--- src/mbp_defines.vh ---
// Purpose: Constants for the multiplexed bus and port pin block
// Assumes: One clock, synchronous active-low reset, no register bus
// Notes:   Summary of the rules follows
// Summary of operation
// Reset pin is active high; idles low so sources may be wire-ORed.
// Program fetch strobe is active low, chip enable for external ROM.
// Program fetch strobe stays high during data moves and reset.
// Address latch pulse is forced high during reset.
// While latch pulse is high, port 0 drives the low address byte.
// After latch pulse falls, port 0 becomes the bidirectional data bus.
// Port 0 has no software latch and comes out of reset high.
// Port 1 resets to all ones under weak pullup, usable as input.
// Writing 0 to a port bit turns on strong pulldown until 1 or reset.
// Writing 1 over 0 pulses a strong pullup, then weak pullup remains.
// Port 3 resets high and behaves like port 1.
// Port 2 carries address bits 15..8 during external accesses.
// Port 2 latch never reaches pins; supplies high byte for indirect moves.
// 64 kB program space and separate 64 kB data space.
// Data move lasts two to nine machine cycles.
// P1.0 is timer 2 external io, P1.1 timer 2 capture trigger.
// P1.4 rising-edge interrupt 2, P1.5 falling-edge interrupt 3.
// P1.6 rising-edge interrupt 4, P1.7 falling-edge interrupt 5.
// P3.0 serial receive in, P3.1 serial transmit out.
// P3.2/P3.3 interrupts 0/1, P3.4/P3.5 timer 0/1 count inputs.
// P3.6 data write strobe, P3.7 data read strobe.
// Board ties the external fetch select input to ground.
// Machine cycle is four clocks with one latch pulse per cycle; code pulses it once per bus cycle, in the first machine cycle only.
// Stretch 0 gives two cycles, each step adds one, nine at 7.
// Stretch resets to 1; stretch widens strobes, not program fetches.
// Read and write strobes active low, never both asserted.
`ifndef MBP_DEFINES_VH
`define MBP_DEFINES_VH
`define MBP_CLKS_PER_MC   3'h4
`define MBP_STRETCH_RST   3'h1
`define MBP_MOVE_BASE_MC  4'h2
`define MBP_PORT_RST      8'hFF
`define MBP_BOOST_CLKS    2'h1
`define MBP_BIT_TMR2_IO   0
`define MBP_BIT_TMR2_TRIG 1
`define MBP_BIT_IRQ2      4
`define MBP_BIT_IRQ3      5
`define MBP_BIT_IRQ4      6
`define MBP_BIT_IRQ5      7
`define MBP_BIT_RX        0
`define MBP_BIT_TX        1
`define MBP_BIT_IRQ0      2
`define MBP_BIT_IRQ1      3
`define MBP_BIT_TMR0_CNT  4
`define MBP_BIT_TMR1_CNT  5
`define MBP_BIT_WR        6
`define MBP_BIT_RD        7
`endif

--- src/mbp_bus_pins.v ---
// Purpose: Multiplexed address/data bus, high address port and quasi ports
// Assumes: Core requests bus cycles through a start strobe and holds them
// Notes:   Active-high reset pin combined with the active-low system reset
`timescale 1ns/1ps
`include "mbp_defines.vh"
module mbp_bus_pins (
  input  wire        I_REF_CLK,
  input  wire        I_RST_N,
  input  wire        I_RESET_PIN,
  input  wire        I_EXT_FETCH_SELECT,
  input  wire        I_CYC_START,
  input  wire        I_CYC_IS_DATA,
  input  wire        I_CYC_IS_WRITE,
  input  wire        I_CYC_USE_P2_LATCH,
  input  wire [15:0] I_CYC_ADDR,
  input  wire [7:0]  I_CYC_WDATA,
  input  wire        I_STRETCH_WR,
  input  wire [2:0]  I_STRETCH_DATA,
  input  wire        I_P1_WR,
  input  wire [7:0]  I_P1_WDATA,
  input  wire        I_P2_WR,
  input  wire [7:0]  I_P2_WDATA,
  input  wire        I_P3_WR,
  input  wire [7:0]  I_P3_WDATA,
  input  wire        I_SERIAL0_TRANSMIT_OUT,
  input  wire        I_TIMER2_EXT_IO_OUT,
  input  wire [7:0]  I_MUXED_LOW_ADDR_DATA,
  input  wire [7:0]  I_P1_PINS,
  input  wire [7:0]  I_P3_PINS,
  output reg  [7:0]  O_MUXED_LOW_ADDR_DATA,
  output reg         O_MUXED_LOW_ADDR_DATA_OE,
  output reg  [7:0]  O_HIGH_ADDR,
  output reg         O_ADDR_LATCH_PULSE,
  output reg         O_PROGRAM_FETCH_STROBE_N,
  output reg         O_CYC_DONE,
  output reg  [7:0]  O_CYC_RDATA,
  output reg         O_CYC_BUSY,
  output reg  [2:0]  O_STRETCH_SELECT,
  output reg  [7:0]  O_P1_PULL_DOWN,
  output reg  [7:0]  O_P1_STRONG_UP,
  output reg  [7:0]  O_P3_PULL_DOWN,
  output reg  [7:0]  O_P3_STRONG_UP,
  output reg  [7:0]  O_P1_IN,
  output reg  [7:0]  O_P3_IN,
  output reg  [3:0]  O_EXT_IRQ_EDGE,
  output reg         O_CONFIG_FAULT
);
  localparam ST_IDLE  = 3'b001;
  localparam ST_ADDR  = 3'b010;
  localparam ST_DATA  = 3'b100;

  reg  [2:0]  state_ff;
  reg  [2:0]  nxt_state;
  reg  [1:0]  phase_ff;
  reg  [3:0]  mc_cnt_ff;
  reg  [3:0]  mc_total_ff;
  reg         is_data_ff;
  reg         is_write_ff;
  reg  [15:0] addr_ff;
  reg  [7:0]  wdata_ff;
  reg  [2:0]  stretch_ff;
  reg         rd_n_ff;
  reg         wr_n_ff;

  wire        in_reset;
  wire [7:0]  p2_latch;
  wire [7:0]  p1_pd;
  wire [7:0]  p1_su;
  wire [7:0]  p3_pd;
  wire [7:0]  p3_su;
  wire [7:0]  p3_force;
  wire [7:0]  p1_force;
  wire [3:0]  irq_pulse;
  wire [3:0]  irq_level;
  wire        last_phase;
  wire        block_rst_n;

  // Pin idles low, so any wired-OR source asserting high holds reset
  assign in_reset    = I_RESET_PIN || !I_RST_N;
  assign block_rst_n = !in_reset;
  assign last_phase  = (phase_ff == (`MBP_CLKS_PER_MC - 3'h1));

  always @(posedge I_REF_CLK) begin
    if (in_reset) begin
      stretch_ff <= `MBP_STRETCH_RST;
    end else if (I_STRETCH_WR) begin
      stretch_ff <= I_STRETCH_DATA;
    end
  end

  mbp_quasi_port #(.WIDTH(8)) u_p1 (
    .clk          (I_REF_CLK),
    .rst_n        (block_rst_n),
    .wr_en        (I_P1_WR),
    .wr_data      (I_P1_WDATA),
    .force_low    (p1_force),
    .latch_q      (),
    .pull_down_en (p1_pd),
    .strong_up_en (p1_su)
  );

  mbp_quasi_port #(.WIDTH(8)) u_p3 (
    .clk          (I_REF_CLK),
    .rst_n        (block_rst_n),
    .wr_en        (I_P3_WR),
    .wr_data      (I_P3_WDATA),
    .force_low    (p3_force),
    .latch_q      (),
    .pull_down_en (p3_pd),
    .strong_up_en (p3_su)
  );

  // Port 2 latch kept only as a high-byte source for indirect moves
  mbp_quasi_port #(.WIDTH(8)) u_p2 (
    .clk          (I_REF_CLK),
    .rst_n        (block_rst_n),
    .wr_en        (I_P2_WR),
    .wr_data      (I_P2_WDATA),
    .force_low    (8'h00),
    .latch_q      (p2_latch),
    .pull_down_en (),
    .strong_up_en ()
  );

  // Timer 2 io pulls P1.0 low whenever its output is low, ORed with a low latch bit
  assign p1_force = {7'h00, !I_TIMER2_EXT_IO_OUT};
  assign p3_force = {!rd_n_ff, !wr_n_ff, 4'h0,
                     !I_SERIAL0_TRANSMIT_OUT, 1'b0};                   // see

  assign irq_level = {I_P1_PINS[`MBP_BIT_IRQ5], I_P1_PINS[`MBP_BIT_IRQ4],
                      I_P1_PINS[`MBP_BIT_IRQ3], I_P1_PINS[`MBP_BIT_IRQ2]};

  mbp_edge_detect #(.WIDTH(4)) u_irq (
    .clk    (I_REF_CLK),
    .rst_n  (block_rst_n),
    .level  (irq_level),
    .rising (4'b0101),                                                 // see
    .pulse  (irq_pulse)
  );

  always @* begin
    nxt_state = state_ff;
    case (state_ff)
      ST_IDLE: begin
        if (I_CYC_START) begin
          nxt_state = ST_ADDR;
        end
      end
      ST_ADDR: begin
        if (phase_ff == 2'h1) begin
          nxt_state = ST_DATA;
        end
      end
      ST_DATA: begin
        if (last_phase && (mc_cnt_ff == mc_total_ff - 4'h1)) begin
          nxt_state = ST_IDLE;
        end
      end
      default: begin
        nxt_state = ST_IDLE;
      end
    endcase
  end

  always @(posedge I_REF_CLK) begin
    if (in_reset) begin
      state_ff    <= ST_IDLE;
      phase_ff    <= 2'h0;
      mc_cnt_ff   <= 4'h0;
      mc_total_ff <= `MBP_MOVE_BASE_MC;
      is_data_ff  <= 1'b0;
      is_write_ff <= 1'b0;
      addr_ff     <= 16'h0000;
      wdata_ff    <= 8'h00;
      rd_n_ff     <= 1'b1;
      wr_n_ff     <= 1'b1;
    end else begin
      state_ff <= nxt_state;
      if (state_ff == ST_IDLE) begin
        phase_ff  <= 2'h0;
        mc_cnt_ff <= 4'h0;
        if (I_CYC_START) begin
          is_data_ff  <= I_CYC_IS_DATA;
          is_write_ff <= I_CYC_IS_WRITE;
          wdata_ff    <= I_CYC_WDATA;
          // Full 16-bit address in both spaces
          addr_ff     <= (I_CYC_IS_DATA && I_CYC_USE_P2_LATCH) ?
                         {p2_latch, I_CYC_ADDR[7:0]} : I_CYC_ADDR;     // see
          // Fetch is one machine cycle; data move 2 + stretch
          mc_total_ff <= I_CYC_IS_DATA ? (`MBP_MOVE_BASE_MC + {1'b0, stretch_ff})
                                       : 4'h1;                         // see
        end
      end else begin
        phase_ff <= phase_ff + 2'h1;
        if (last_phase) begin
          mc_cnt_ff <= mc_cnt_ff + 4'h1;
        end
      end
      // Strobes span the data phase; stretch widens them only for data moves
      rd_n_ff <= !(nxt_state == ST_DATA && is_data_ff && !is_write_ff &&
                   !(last_phase && mc_cnt_ff == mc_total_ff - 4'h1));  // see
      wr_n_ff <= !(nxt_state == ST_DATA && is_data_ff && is_write_ff &&
                   !(last_phase && mc_cnt_ff == mc_total_ff - 4'h1));
    end
  end

  always @(posedge I_REF_CLK) begin
    if (in_reset) begin
      O_MUXED_LOW_ADDR_DATA    <= `MBP_PORT_RST;
      O_MUXED_LOW_ADDR_DATA_OE <= 1'b0;
      O_HIGH_ADDR              <= `MBP_PORT_RST;
      O_ADDR_LATCH_PULSE       <= 1'b1;
      O_PROGRAM_FETCH_STROBE_N <= 1'b1;
      O_CYC_DONE               <= 1'b0;
      O_CYC_RDATA              <= 8'h00;
      O_CYC_BUSY               <= 1'b0;
      O_CONFIG_FAULT           <= 1'b0;
    end else begin
      O_ADDR_LATCH_PULSE <= (nxt_state == ST_ADDR);
      if (nxt_state == ST_ADDR) begin
        O_MUXED_LOW_ADDR_DATA    <= (state_ff == ST_IDLE) ? I_CYC_ADDR[7:0] : addr_ff[7:0];
        O_MUXED_LOW_ADDR_DATA_OE <= 1'b1;
      end else if (nxt_state == ST_DATA) begin
        O_MUXED_LOW_ADDR_DATA    <= wdata_ff;
        O_MUXED_LOW_ADDR_DATA_OE <= is_data_ff && is_write_ff;
      end else begin
        O_MUXED_LOW_ADDR_DATA    <= `MBP_PORT_RST;
        O_MUXED_LOW_ADDR_DATA_OE <= 1'b0;
      end
      if (state_ff == ST_IDLE && I_CYC_START) begin
        O_HIGH_ADDR <= (I_CYC_IS_DATA && I_CYC_USE_P2_LATCH) ? p2_latch : I_CYC_ADDR[15:8];
      end else begin
        O_HIGH_ADDR <= addr_ff[15:8];
      end
      // Low only in data phase of a fetch, never for a data move
      O_PROGRAM_FETCH_STROBE_N <= !(nxt_state == ST_DATA && !is_data_ff); // see
      O_CYC_BUSY  <= (nxt_state != ST_IDLE);
      O_CYC_DONE  <= (state_ff == ST_DATA) && (nxt_state == ST_IDLE);
      if (state_ff == ST_DATA && nxt_state == ST_IDLE && !is_write_ff) begin
        O_CYC_RDATA <= I_MUXED_LOW_ADDR_DATA;
      end
      // Board must ground this pin; flag it if not
      O_CONFIG_FAULT <= I_EXT_FETCH_SELECT;
    end
  end

  always @(posedge I_REF_CLK) begin
    if (in_reset) begin
      O_P1_PULL_DOWN   <= 8'h00;
      O_P1_STRONG_UP   <= 8'h00;
      O_P3_PULL_DOWN   <= 8'h00;
      O_P3_STRONG_UP   <= 8'h00;
      O_P1_IN          <= `MBP_PORT_RST;
      O_P3_IN          <= `MBP_PORT_RST;
      O_EXT_IRQ_EDGE   <= 4'h0;
      O_STRETCH_SELECT <= `MBP_STRETCH_RST;
    end else begin
      O_P1_PULL_DOWN   <= p1_pd;
      O_P1_STRONG_UP   <= p1_su;
      O_P3_PULL_DOWN   <= p3_pd;
      O_P3_STRONG_UP   <= p3_su;
      // Capture trigger, timer count and irq 0/1 pins are read here by the core
      O_P1_IN          <= I_P1_PINS;                                   // see
      O_P3_IN          <= I_P3_PINS;
      O_EXT_IRQ_EDGE   <= irq_pulse;                                   // see
      O_STRETCH_SELECT <= stretch_ff;
    end
  end
endmodule // mbp_bus_pins

--- src/mbp_quasi_port.v ---
// Purpose: One quasi-bidirectional 8-bit port with per-bit drivers
// Assumes: Writes arrive as one-cycle strobes with a full byte
// Notes:   Pin level resolved outside from pulldown and pullup enables
`timescale 1ns/1ps
`include "mbp_defines.vh"
module mbp_quasi_port #(
  parameter WIDTH = 8
) (
  input  wire             clk,
  input  wire             rst_n,
  input  wire             wr_en,
  input  wire [WIDTH-1:0] wr_data,
  input  wire [WIDTH-1:0] force_low,
  output wire [WIDTH-1:0] latch_q,
  output wire [WIDTH-1:0] pull_down_en,
  output wire [WIDTH-1:0] strong_up_en
);
  localparam [7:0] RST_BYTE = `MBP_PORT_RST;
  genvar g;
  generate
    for (g = 0; g < WIDTH; g = g + 1) begin : g_bit
      // Per-bit registers keep each bit with a single driving process
      reg       latch_ff;
      reg [1:0] boost_cnt_ff;
      always @(posedge clk) begin
        if (!rst_n) begin
          latch_ff     <= RST_BYTE[g % 8];            // see
          boost_cnt_ff <= 2'h0;
        end else begin
          if (wr_en) begin
            latch_ff <= wr_data[g];
          end
          if (wr_en && wr_data[g] && !latch_ff) begin
            boost_cnt_ff <= `MBP_BOOST_CLKS;
          end else if (boost_cnt_ff != 2'h0) begin
            boost_cnt_ff <= boost_cnt_ff - 2'h1;
          end
        end
      end
      assign latch_q[g]      = latch_ff;
      // Alternate outputs (strobes, transmit) pull low through the same path
      assign pull_down_en[g] = !latch_ff || force_low[g];
      assign strong_up_en[g] = (boost_cnt_ff != 2'h0) && !pull_down_en[g];
    end
  endgenerate
endmodule // mbp_quasi_port

--- src/mbp_edge_detect.v ---
// Purpose: Edge capture for the port 1 interrupt pins
// Assumes: Inputs synchronous to the clock
// Notes:   Pulses last one clock
`timescale 1ns/1ps
module mbp_edge_detect #(
  parameter WIDTH = 4
) (
  input  wire             clk,
  input  wire             rst_n,
  input  wire [WIDTH-1:0] level,
  input  wire [WIDTH-1:0] rising,
  output wire [WIDTH-1:0] pulse
);
  reg [WIDTH-1:0] prev_ff;
  always @(posedge clk) begin
    if (!rst_n) begin
      prev_ff <= {WIDTH{1'b1}};
    end else begin
      prev_ff <= level;
    end
  end
  genvar g;
  generate
    for (g = 0; g < WIDTH; g = g + 1) begin : g_edge
      assign pulse[g] = rising[g] ? (level[g] && !prev_ff[g]) : (!level[g] && prev_ff[g]);
    end
  endgenerate
endmodule // mbp_edge_detect

--- config.mk ---
export PLATFORM = sky130hd
export DESIGN_NAME = mbp_bus_pins
export DESIGN_NICKNAME = d
export VERILOG_FILES = /design/src/mbp_bus_pins.v /design/src/mbp_quasi_port.v /design/src/mbp_edge_detect.v
export VERILOG_INCLUDE_DIRS = /design/src
export SDC_FILE = /design/constraint.sdc
export NUM_CORES = 1
export LEC_CHECK = 0
export BUFFER_PORTS_ARGS = -buffer_cell sky130_fd_sc_hd__buf_4
export CAP_MARGIN = 10
export CORE_MARGIN = 1.5
export CORE_UTILIZATION = 47
export DETAILED_ROUTE_END_ITERATION = 8
export GPL_ROUTABILITY_DRIVEN = 0
export MAX_ROUTING_LAYER = met4
export PLACE_DENSITY = 0.75
export SYNTH_ARGS = -nofsm -noshare
export SYNTH_HDL_FRONTEND = slang
export SYNTH_SLANG_ARGS = --single-unit
--- constraint.sdc ---
create_clock -name I_REF_CLK -period 1.47 [get_ports I_REF_CLK]
set_input_delay 0.147 -clock I_REF_CLK [delete_from_list [all_inputs] [get_ports I_REF_CLK]]
set_output_delay 0.147 -clock I_REF_CLK [all_outputs]
set_load 0.01 [all_outputs]
==> results of run 1 <==
-- power by group through the flow --
stage | sequential (mW) | combinational [mW] | clock [mW]
5_1_grt | 5.22 | 1.16 | 5.52
3_5_place_dp | 5.32 | 0.845 | 0
4_1_cts | 5.21 | 1.02 | 5.30
2_1_floorplan | 5.34 | 0.408 | 0
6_report | 5.21 | 1.07 | 5.21
3_3_place_gp | 5.32 | 0.832 | 0
-- metal layers --
metal / up-vias / wire length (um)
met4: 0 / 284
met2: 110 / 8180
met5: - / 0
met3: 26 / 615
li1: 2841 / -
met1: 2588 / 6700
-- sequential cells by signal, indices dropped and copies added, names as in the netlist, 4 cells and up --
name,flops
wdata_ff,8
O_P3_PULL_DOWN,8
O_P1_IN,8
addr_ff,16
u_p1.g_bit.latch_ff,8
O_CYC_RDATA,8
u_p2.g_bit.latch_ff,8
u_p3.g_bit.boost_cnt_ff,16
O_P3_IN,8
O_HIGH_ADDR,8
O_EXT_IRQ_EDGE,4
u_p3.g_bit.latch_ff,8
O_P1_PULL_DOWN,8
O_MUXED_LOW_ADDR_DATA,8
mc_total_ff,4
O_P1_STRONG_UP,8
O_P3_STRONG_UP,8
mc_cnt_ff,4
u_p1.g_bit.boost_cnt_ff,16
-- per-stage QoR --
| step | utilization, % | setup WS, ns | setup TNS [ns] | area [um^2] | hold WS [ns] |
|---|---|---|---|---|---|
| 4_1_cts | 70.8 | -0.140 | -1.61 | 9830 | 0.0561 |
| 3_3_place_gp | 60.2 | -0.0871 | -0.860 | 8350 | 0.328 |
| 3_5_place_dp | 60.2 | -0.177 | -1.88 | 8350 | 0.333 |
| 6_report | 71.6 | -0.148 | -1.86 | 9940 | 0.0685 |
| 2_1_floorplan | - | -0.0284 | -0.281 | 6700 | 0.243 |
| 5_1_grt | 71.6 | -0.220 | -3.81 | 9940 | 0.0761 |
-- critical path: stages, from the launching register on --
cell and delay, ns:
dfxtp_2 0.34, inv_2 0.05, ha_4 0.26, xor2_1 0.13
and3_1 0.20, and4_4 0.23, buf_12 0.13, mux2i_2 0.20
-- timing repair --
| item | 4_1_cts | 5_1_grt |
|---|---|---|
| hold endpoints to repair | 79 | 0 |
| setup buffers | 0 | 2 |
| hold buffers | 77 | 0 |
| cloned | 0 | 1 |
| resized for setup | 6 | 19 |
| pin swaps | 3 | 10 |
| setup endpoints to repair | 38 | 42 |
-- cell type report --
type / count / share of cell area (%)
sequential: 185 / 37.3
clock inverter: 14 / 2.43
multi-input combinational: 426 / 27.7
tap: 180 / 2.27
clock buffer: 18 / 4.42
timing repair buffer: 279 / 23.7
inverter: 58 / 2.19
-- cell families after synthesis --
family                   synth area share (%)
flip-flops                               55.4
AO/OA/AOI/OAI                            7.58
AND/OR/NAND/NOR                          17.6
XOR/XNOR                                 3.28
adder cells (fa/ha/maj)                  3.93
multiplexers                             6.74
buffers and inverters                    5.48
-- Yosys cell counts (5+ instances only) --
master,number
clkbuf_1,12
o21ai_0,15
nor3b_1,7
buf_2,5
nor2_1,45
ha_1,21
a32oi_1,8
inv_1,58
nand3_1,19
xnor2_1,6
buf_1,12
nand2_1,108
xor2_1,19
mux2i_1,36
nand2b_1,23
mux2_2,8
a21oi_1,40
o211ai_1,14
and3_1,15
nor3_1,18
dfxtp_1,185
-- path summary, 6_finish.rpt --
kind	from	end	slack (ns)	cells past startpoint
min	I_P2_WR	u_p2.g_bit[5].latch_ff	0.07	3
max	mc_total_ff[0]	O_CYC_RDATA[3]	-0.15	7
min reg2reg	u_p1.g_bit[5].latch_ff	O_P1_PULL_DOWN[5]	0.41	1
max reg2reg	mc_total_ff[0]	O_CYC_RDATA[3]	-0.15	7
==> metrics.yaml, run 1 <==
cells_and_area:
  drive_above_1_share_pct: 27.4
  diodes: 0
  fill_cells: 1032
  nets: 1077
  final_cell_mix: "195 x buf_4, 181 x dfxtp_1, 107 x nand2_1"
  regArea_um2: 3710
  final_common_cell: "buf_4"
  fin_cells: 1160
  syn2layout_area_growth_pct: 48.6
  multi_input_area_um2: 2750
critical_path:
  cp.required_ns: 1.81
  arrival_ns: 1.96
  setup.worst_path.class: "reg2reg"
  cp-start-kind: "register"
  critical_path.max_fanout: 8
  end_kind: "register"
synthesis:
  yosysWarnings: 0
  synth-edff-count: 0
  syn_area_per_cell_um2: 9.52
  synthesis.area_um2: 6690
  seq_area_frac_synth_pct: 55.4
  syn_nets: 812
  synth_area_leaders: "dfxtp_1 55%, nand2_1 6.1%, mux2i_1 5.4%"
  synth_cells: 702
  synth.top_cell.area_share_pct: 55.4
  synth_ff_type: "dfxtp_1"
  ys_seq_elements: 185
  synth_area_leader_cell: "dfxtp_1"
  ys_types: 39
  async_flop_share_pct: 0
global_route:
  grt_busiest_layer: "met2"
  grt_pass1_vias: 5424
  grt_use_met3_pct: 5.34
  overflow: 0
  grt_usage_pct: 22.1
  met2_usage_pct: 38.9
  grt_max_degree: 72
  grt_util_met1_pct: 24.4
  grt_pass1_wl_um: 25200
  antenna_found_initial: 0
timing:
  report.final.hold_viol_count: 0
  drv_slew: 0
  finalSetupViolCount: 21
  finalWorstSetupSlack_ns: -0.148
  timing.slew.headroom_pct: 77.2
  fin_skew_ns: 0.00874
  fmaxAchievable_mhz: 618
  finalCritPeriodShare_pct: 110
  timing.final.crit_period_ns: 1.62
  tightest_slew_ns: 0.341
  rsz0062_at_grt: "true"
pwr:
  power_leakage_nw: 4.32
  p_switching_mw: 2.49
  fin_total_pwr_mw: 11.5
  p_seq_share_pct: 45.3
  clkPwrFrac_pct: 45.3
  p_sw_share_pct: 21.7
  ir_drop_uv: 1010
  p_per_area_nw_per_um2: 1160
  p_comb_share_pct: 9.3
  intPower_mw: 9.00
floorplanning:
  core-area_um2: 13900
  fp-row-count: 43
  fp.dieH_um: 122
  ios: 174
  start_util_pct: 48.2
  dieArea_um2: 14900
  die_x_um: 122
placed_design:
  dpl.cell_count: 1048
  io_buffers: 173
  dpl.hpwl_um: 9720
routing:
  dr.pass1.iters: 4
  wl_per_cell_um: 13.6
  vias_per_cell: 4.80
  vias: 5565
  drtIter0Drc: 346
  ant_nets: 0
  drc_errors: 0
  wl_um: 15800
worst_hold_path:
  hold_class: "in2reg"
clock_tree:
  cts_tree: "done"
  clkSlewWorstSetupHoldPaths_ns: 0.07
  clockRootBuffer: "clkbuf_16"
  h-tree-depth: 4
  cts_buffers: 17
  clock-sinks: 185
  clockBufferDepth: 2
  clock_latency_ns: 0.43
run:
  cap_violations: 0
status:
  violations: "negative setup slack"
  status: "finished, violations left"
(Power assumes the default switching activity.)
==> run 2: changes to the inputs <==
--- a/config.mk
+++ b/config.mk
@@ -13,7 +13,7 @@
 export DETAILED_ROUTE_END_ITERATION = 8
 export GPL_ROUTABILITY_DRIVEN = 0
 export MAX_ROUTING_LAYER = met4
-export PLACE_DENSITY = 0.75
+export PLACE_DENSITY_LB_ADDON = 0.1
 export SYNTH_ARGS = -nofsm -noshare
 export SYNTH_HDL_FRONTEND = slang
 export SYNTH_SLANG_ARGS = --single-unit
==> run 2 against run 1 <==
  * The run still ends with negative setup slack left
  * Combinational power grew 7%
  * Maximum frequency shrank 1.2%
  * Global-route usage grew 0.70 points
  * Non-clock buffer count grew 10
  * Total power shrank 3.3%
  * Sequential share of layout area shrank 0.37 points
  * Worst hold slack lost 0.030 ns
  * First-iteration DRC count shrank 34%
  * Utilization grew 0.85 points
  * Setup slack lost 0.019 ns
  * Final area grew 1.2%
  * Count of clock-buffer cells in the layout grew 9
  * Critical endpoint is now O_CYC_RDATA[0]
==> metrics.yaml, run 2 (synthesized netlist as in run 1, its figures left out) <==
status:
  status: "finished, violations left"
  violations: "negative setup slack"
pwr:
  ir_drop_uv: 849
  fin_total_pwr_mw: 11.1
  p_per_area_nw_per_um2: 1110
  power_leakage_nw: 4.37
global_route:
  grt_pass1_vias: 5625
  grt_max_degree: 40
  overflow: 0
  grt_pass1_wl_um: 26100
  antenna_found_initial: 0
  grt_usage_pct: 22.8
clock_tree:
  h-tree-depth: 4
  cts_tree: "done"
  clockRootBuffer: "clkbuf_16"
  clkSlewWorstSetupHoldPaths_ns: 0.06
  clock_latency_ns: 0.43
  clockBufferDepth: 2
  clock-sinks: 185
  cts_buffers: 17
critical_path:
  cp.required_ns: 1.81
  critical_path.max_fanout: 8
  cp-start-kind: "register"
  end_kind: "register"
  arrival_ns: 1.98
  setup.worst_path.class: "reg2reg"
timing:
  tightest_slew_ns: 0.376
  setup_tns_ns: -1.93
  rsz0062_at_grt: "true"
  finalSetupViolCount: 23
  drv_slew: 0
  finalCritPeriodShare_pct: 111
  fin_skew_ns: 0.00690
  timing.final.crit_period_ns: 1.64
  finalWorstSetupSlack_ns: -0.167
  report.final.hold_viol_count: 0
  whs_ns: 0.0389
  fmaxAchievable_mhz: 611
  timing.slew.headroom_pct: 74.9
cells_and_area:
  drive_above_1_share_pct: 28.9
  nets: 1087
  largest_registers: "addr_ff (16), u_p1.g_bit.boost_cnt_ff (16), u_p3.g_bit.boost_cnt_ff (16)"
  syn2layout_area_growth_pct: 50.4
  final_cell_mix: "203 x buf_4, 178 x dfxtp_1, 107 x nand2_1"
  final_common_cell: "buf_4"
  fin_util_pct: 72.4
  diodes: 0
routing:
  vias_per_cell: 4.83
  ant_nets: 0
  wl_um: 16400
  vias: 5653
  wl_per_cell_um: 14.0
  drtIter0Drc: 227
  dr.pass1.iters: 4
  drc_errors: 0
floorplanning:
  ios: 174
  dieArea_um2: 14900
  start_util_pct: 48.2
  fp.dieH_um: 122
  die_x_um: 122
  core-area_um2: 13900
  fp-row-count: 43
run:
  cap_violations: 0
worst_hold_path:
  hold_class: "in2reg"
placed_design:
  io_buffers: 173
  dpl.hpwl_um: 10600
-- run 2: metal layers --
layer,routed length [um],vias to the layer above,global-route usage (%)
li1,-,2853,-
met1,6620,2643,25.2
met2,8810,126,40.0
met3,621,31,4.88
met4,345,0,9.01
met5,0,-,-
-- run 2: cell type report --
class / count / area [um^2]
inverter: 58 / 218
tap: 180 / 225
clock inverter: 5 / 108
fill: 1047 / 3830
clock buffer: 27 / 513
multi-input combinational: 426 / 2800
timing repair buffer: 289 / 2470
sequential: 185 / 3710
-- run 2: critical path: stages (launching register included) --
cell	delay [ns]
dfxtp_2	0.34
inv_2	0.05
ha_4	0.25
xor2_1	0.13
and3_1	0.21
and4_4	0.24
buf_12	0.13
mux2i_1	0.20
-- run 2: path summary, 6_finish.rpt --
kind | startpoint | end | slack (ns) | cells past startpoint
worst min register to register | u_p1.g_bit[6].latch_ff | O_P1_PULL_DOWN[6] | 0.41 | 1
worst min-delay path | I_STRETCH_WR | stretch_ff[1] | 0.04 | 3
worst max-delay path | mc_total_ff[1] | O_CYC_RDATA[0] | -0.17 | 7
worst max register to register | mc_total_ff[1] | O_CYC_RDATA[0] | -0.17 | 7
-- run 2: stage by stage --
stage | setup WS, ns | std cells | instance area (um^2)
after CTS | -0.147 | 1166 | 9830
final | -0.167 | 1170 | 10100
after global routing | -0.249 | 1170 | 10100
after detailed placement | -0.198 | 1056 | 8420
after global placement | -0.106 | 1056 | 8420
after floorplan | -0.0284 | 702 | 6700
-- run 2: repair_timing --
item                                    in CTS  in global routing
resized for setup                            4                 39
pin swaps                                    2                  6
gates cloned                                 0                  1
hold buffers                                75                  0
endpoints found under the hold margin       79                  0
endpoints found under the setup margin      50                 61
buffers inserted                             3                  3
-- run 2: power breakdown --
group          switching [mW]  internal, mW  total (mW)
sequential             0.0665          5.15        5.21
clock                    1.84          2.91        4.76
combinational           0.496         0.647        1.14
total                    2.41          8.71        11.1
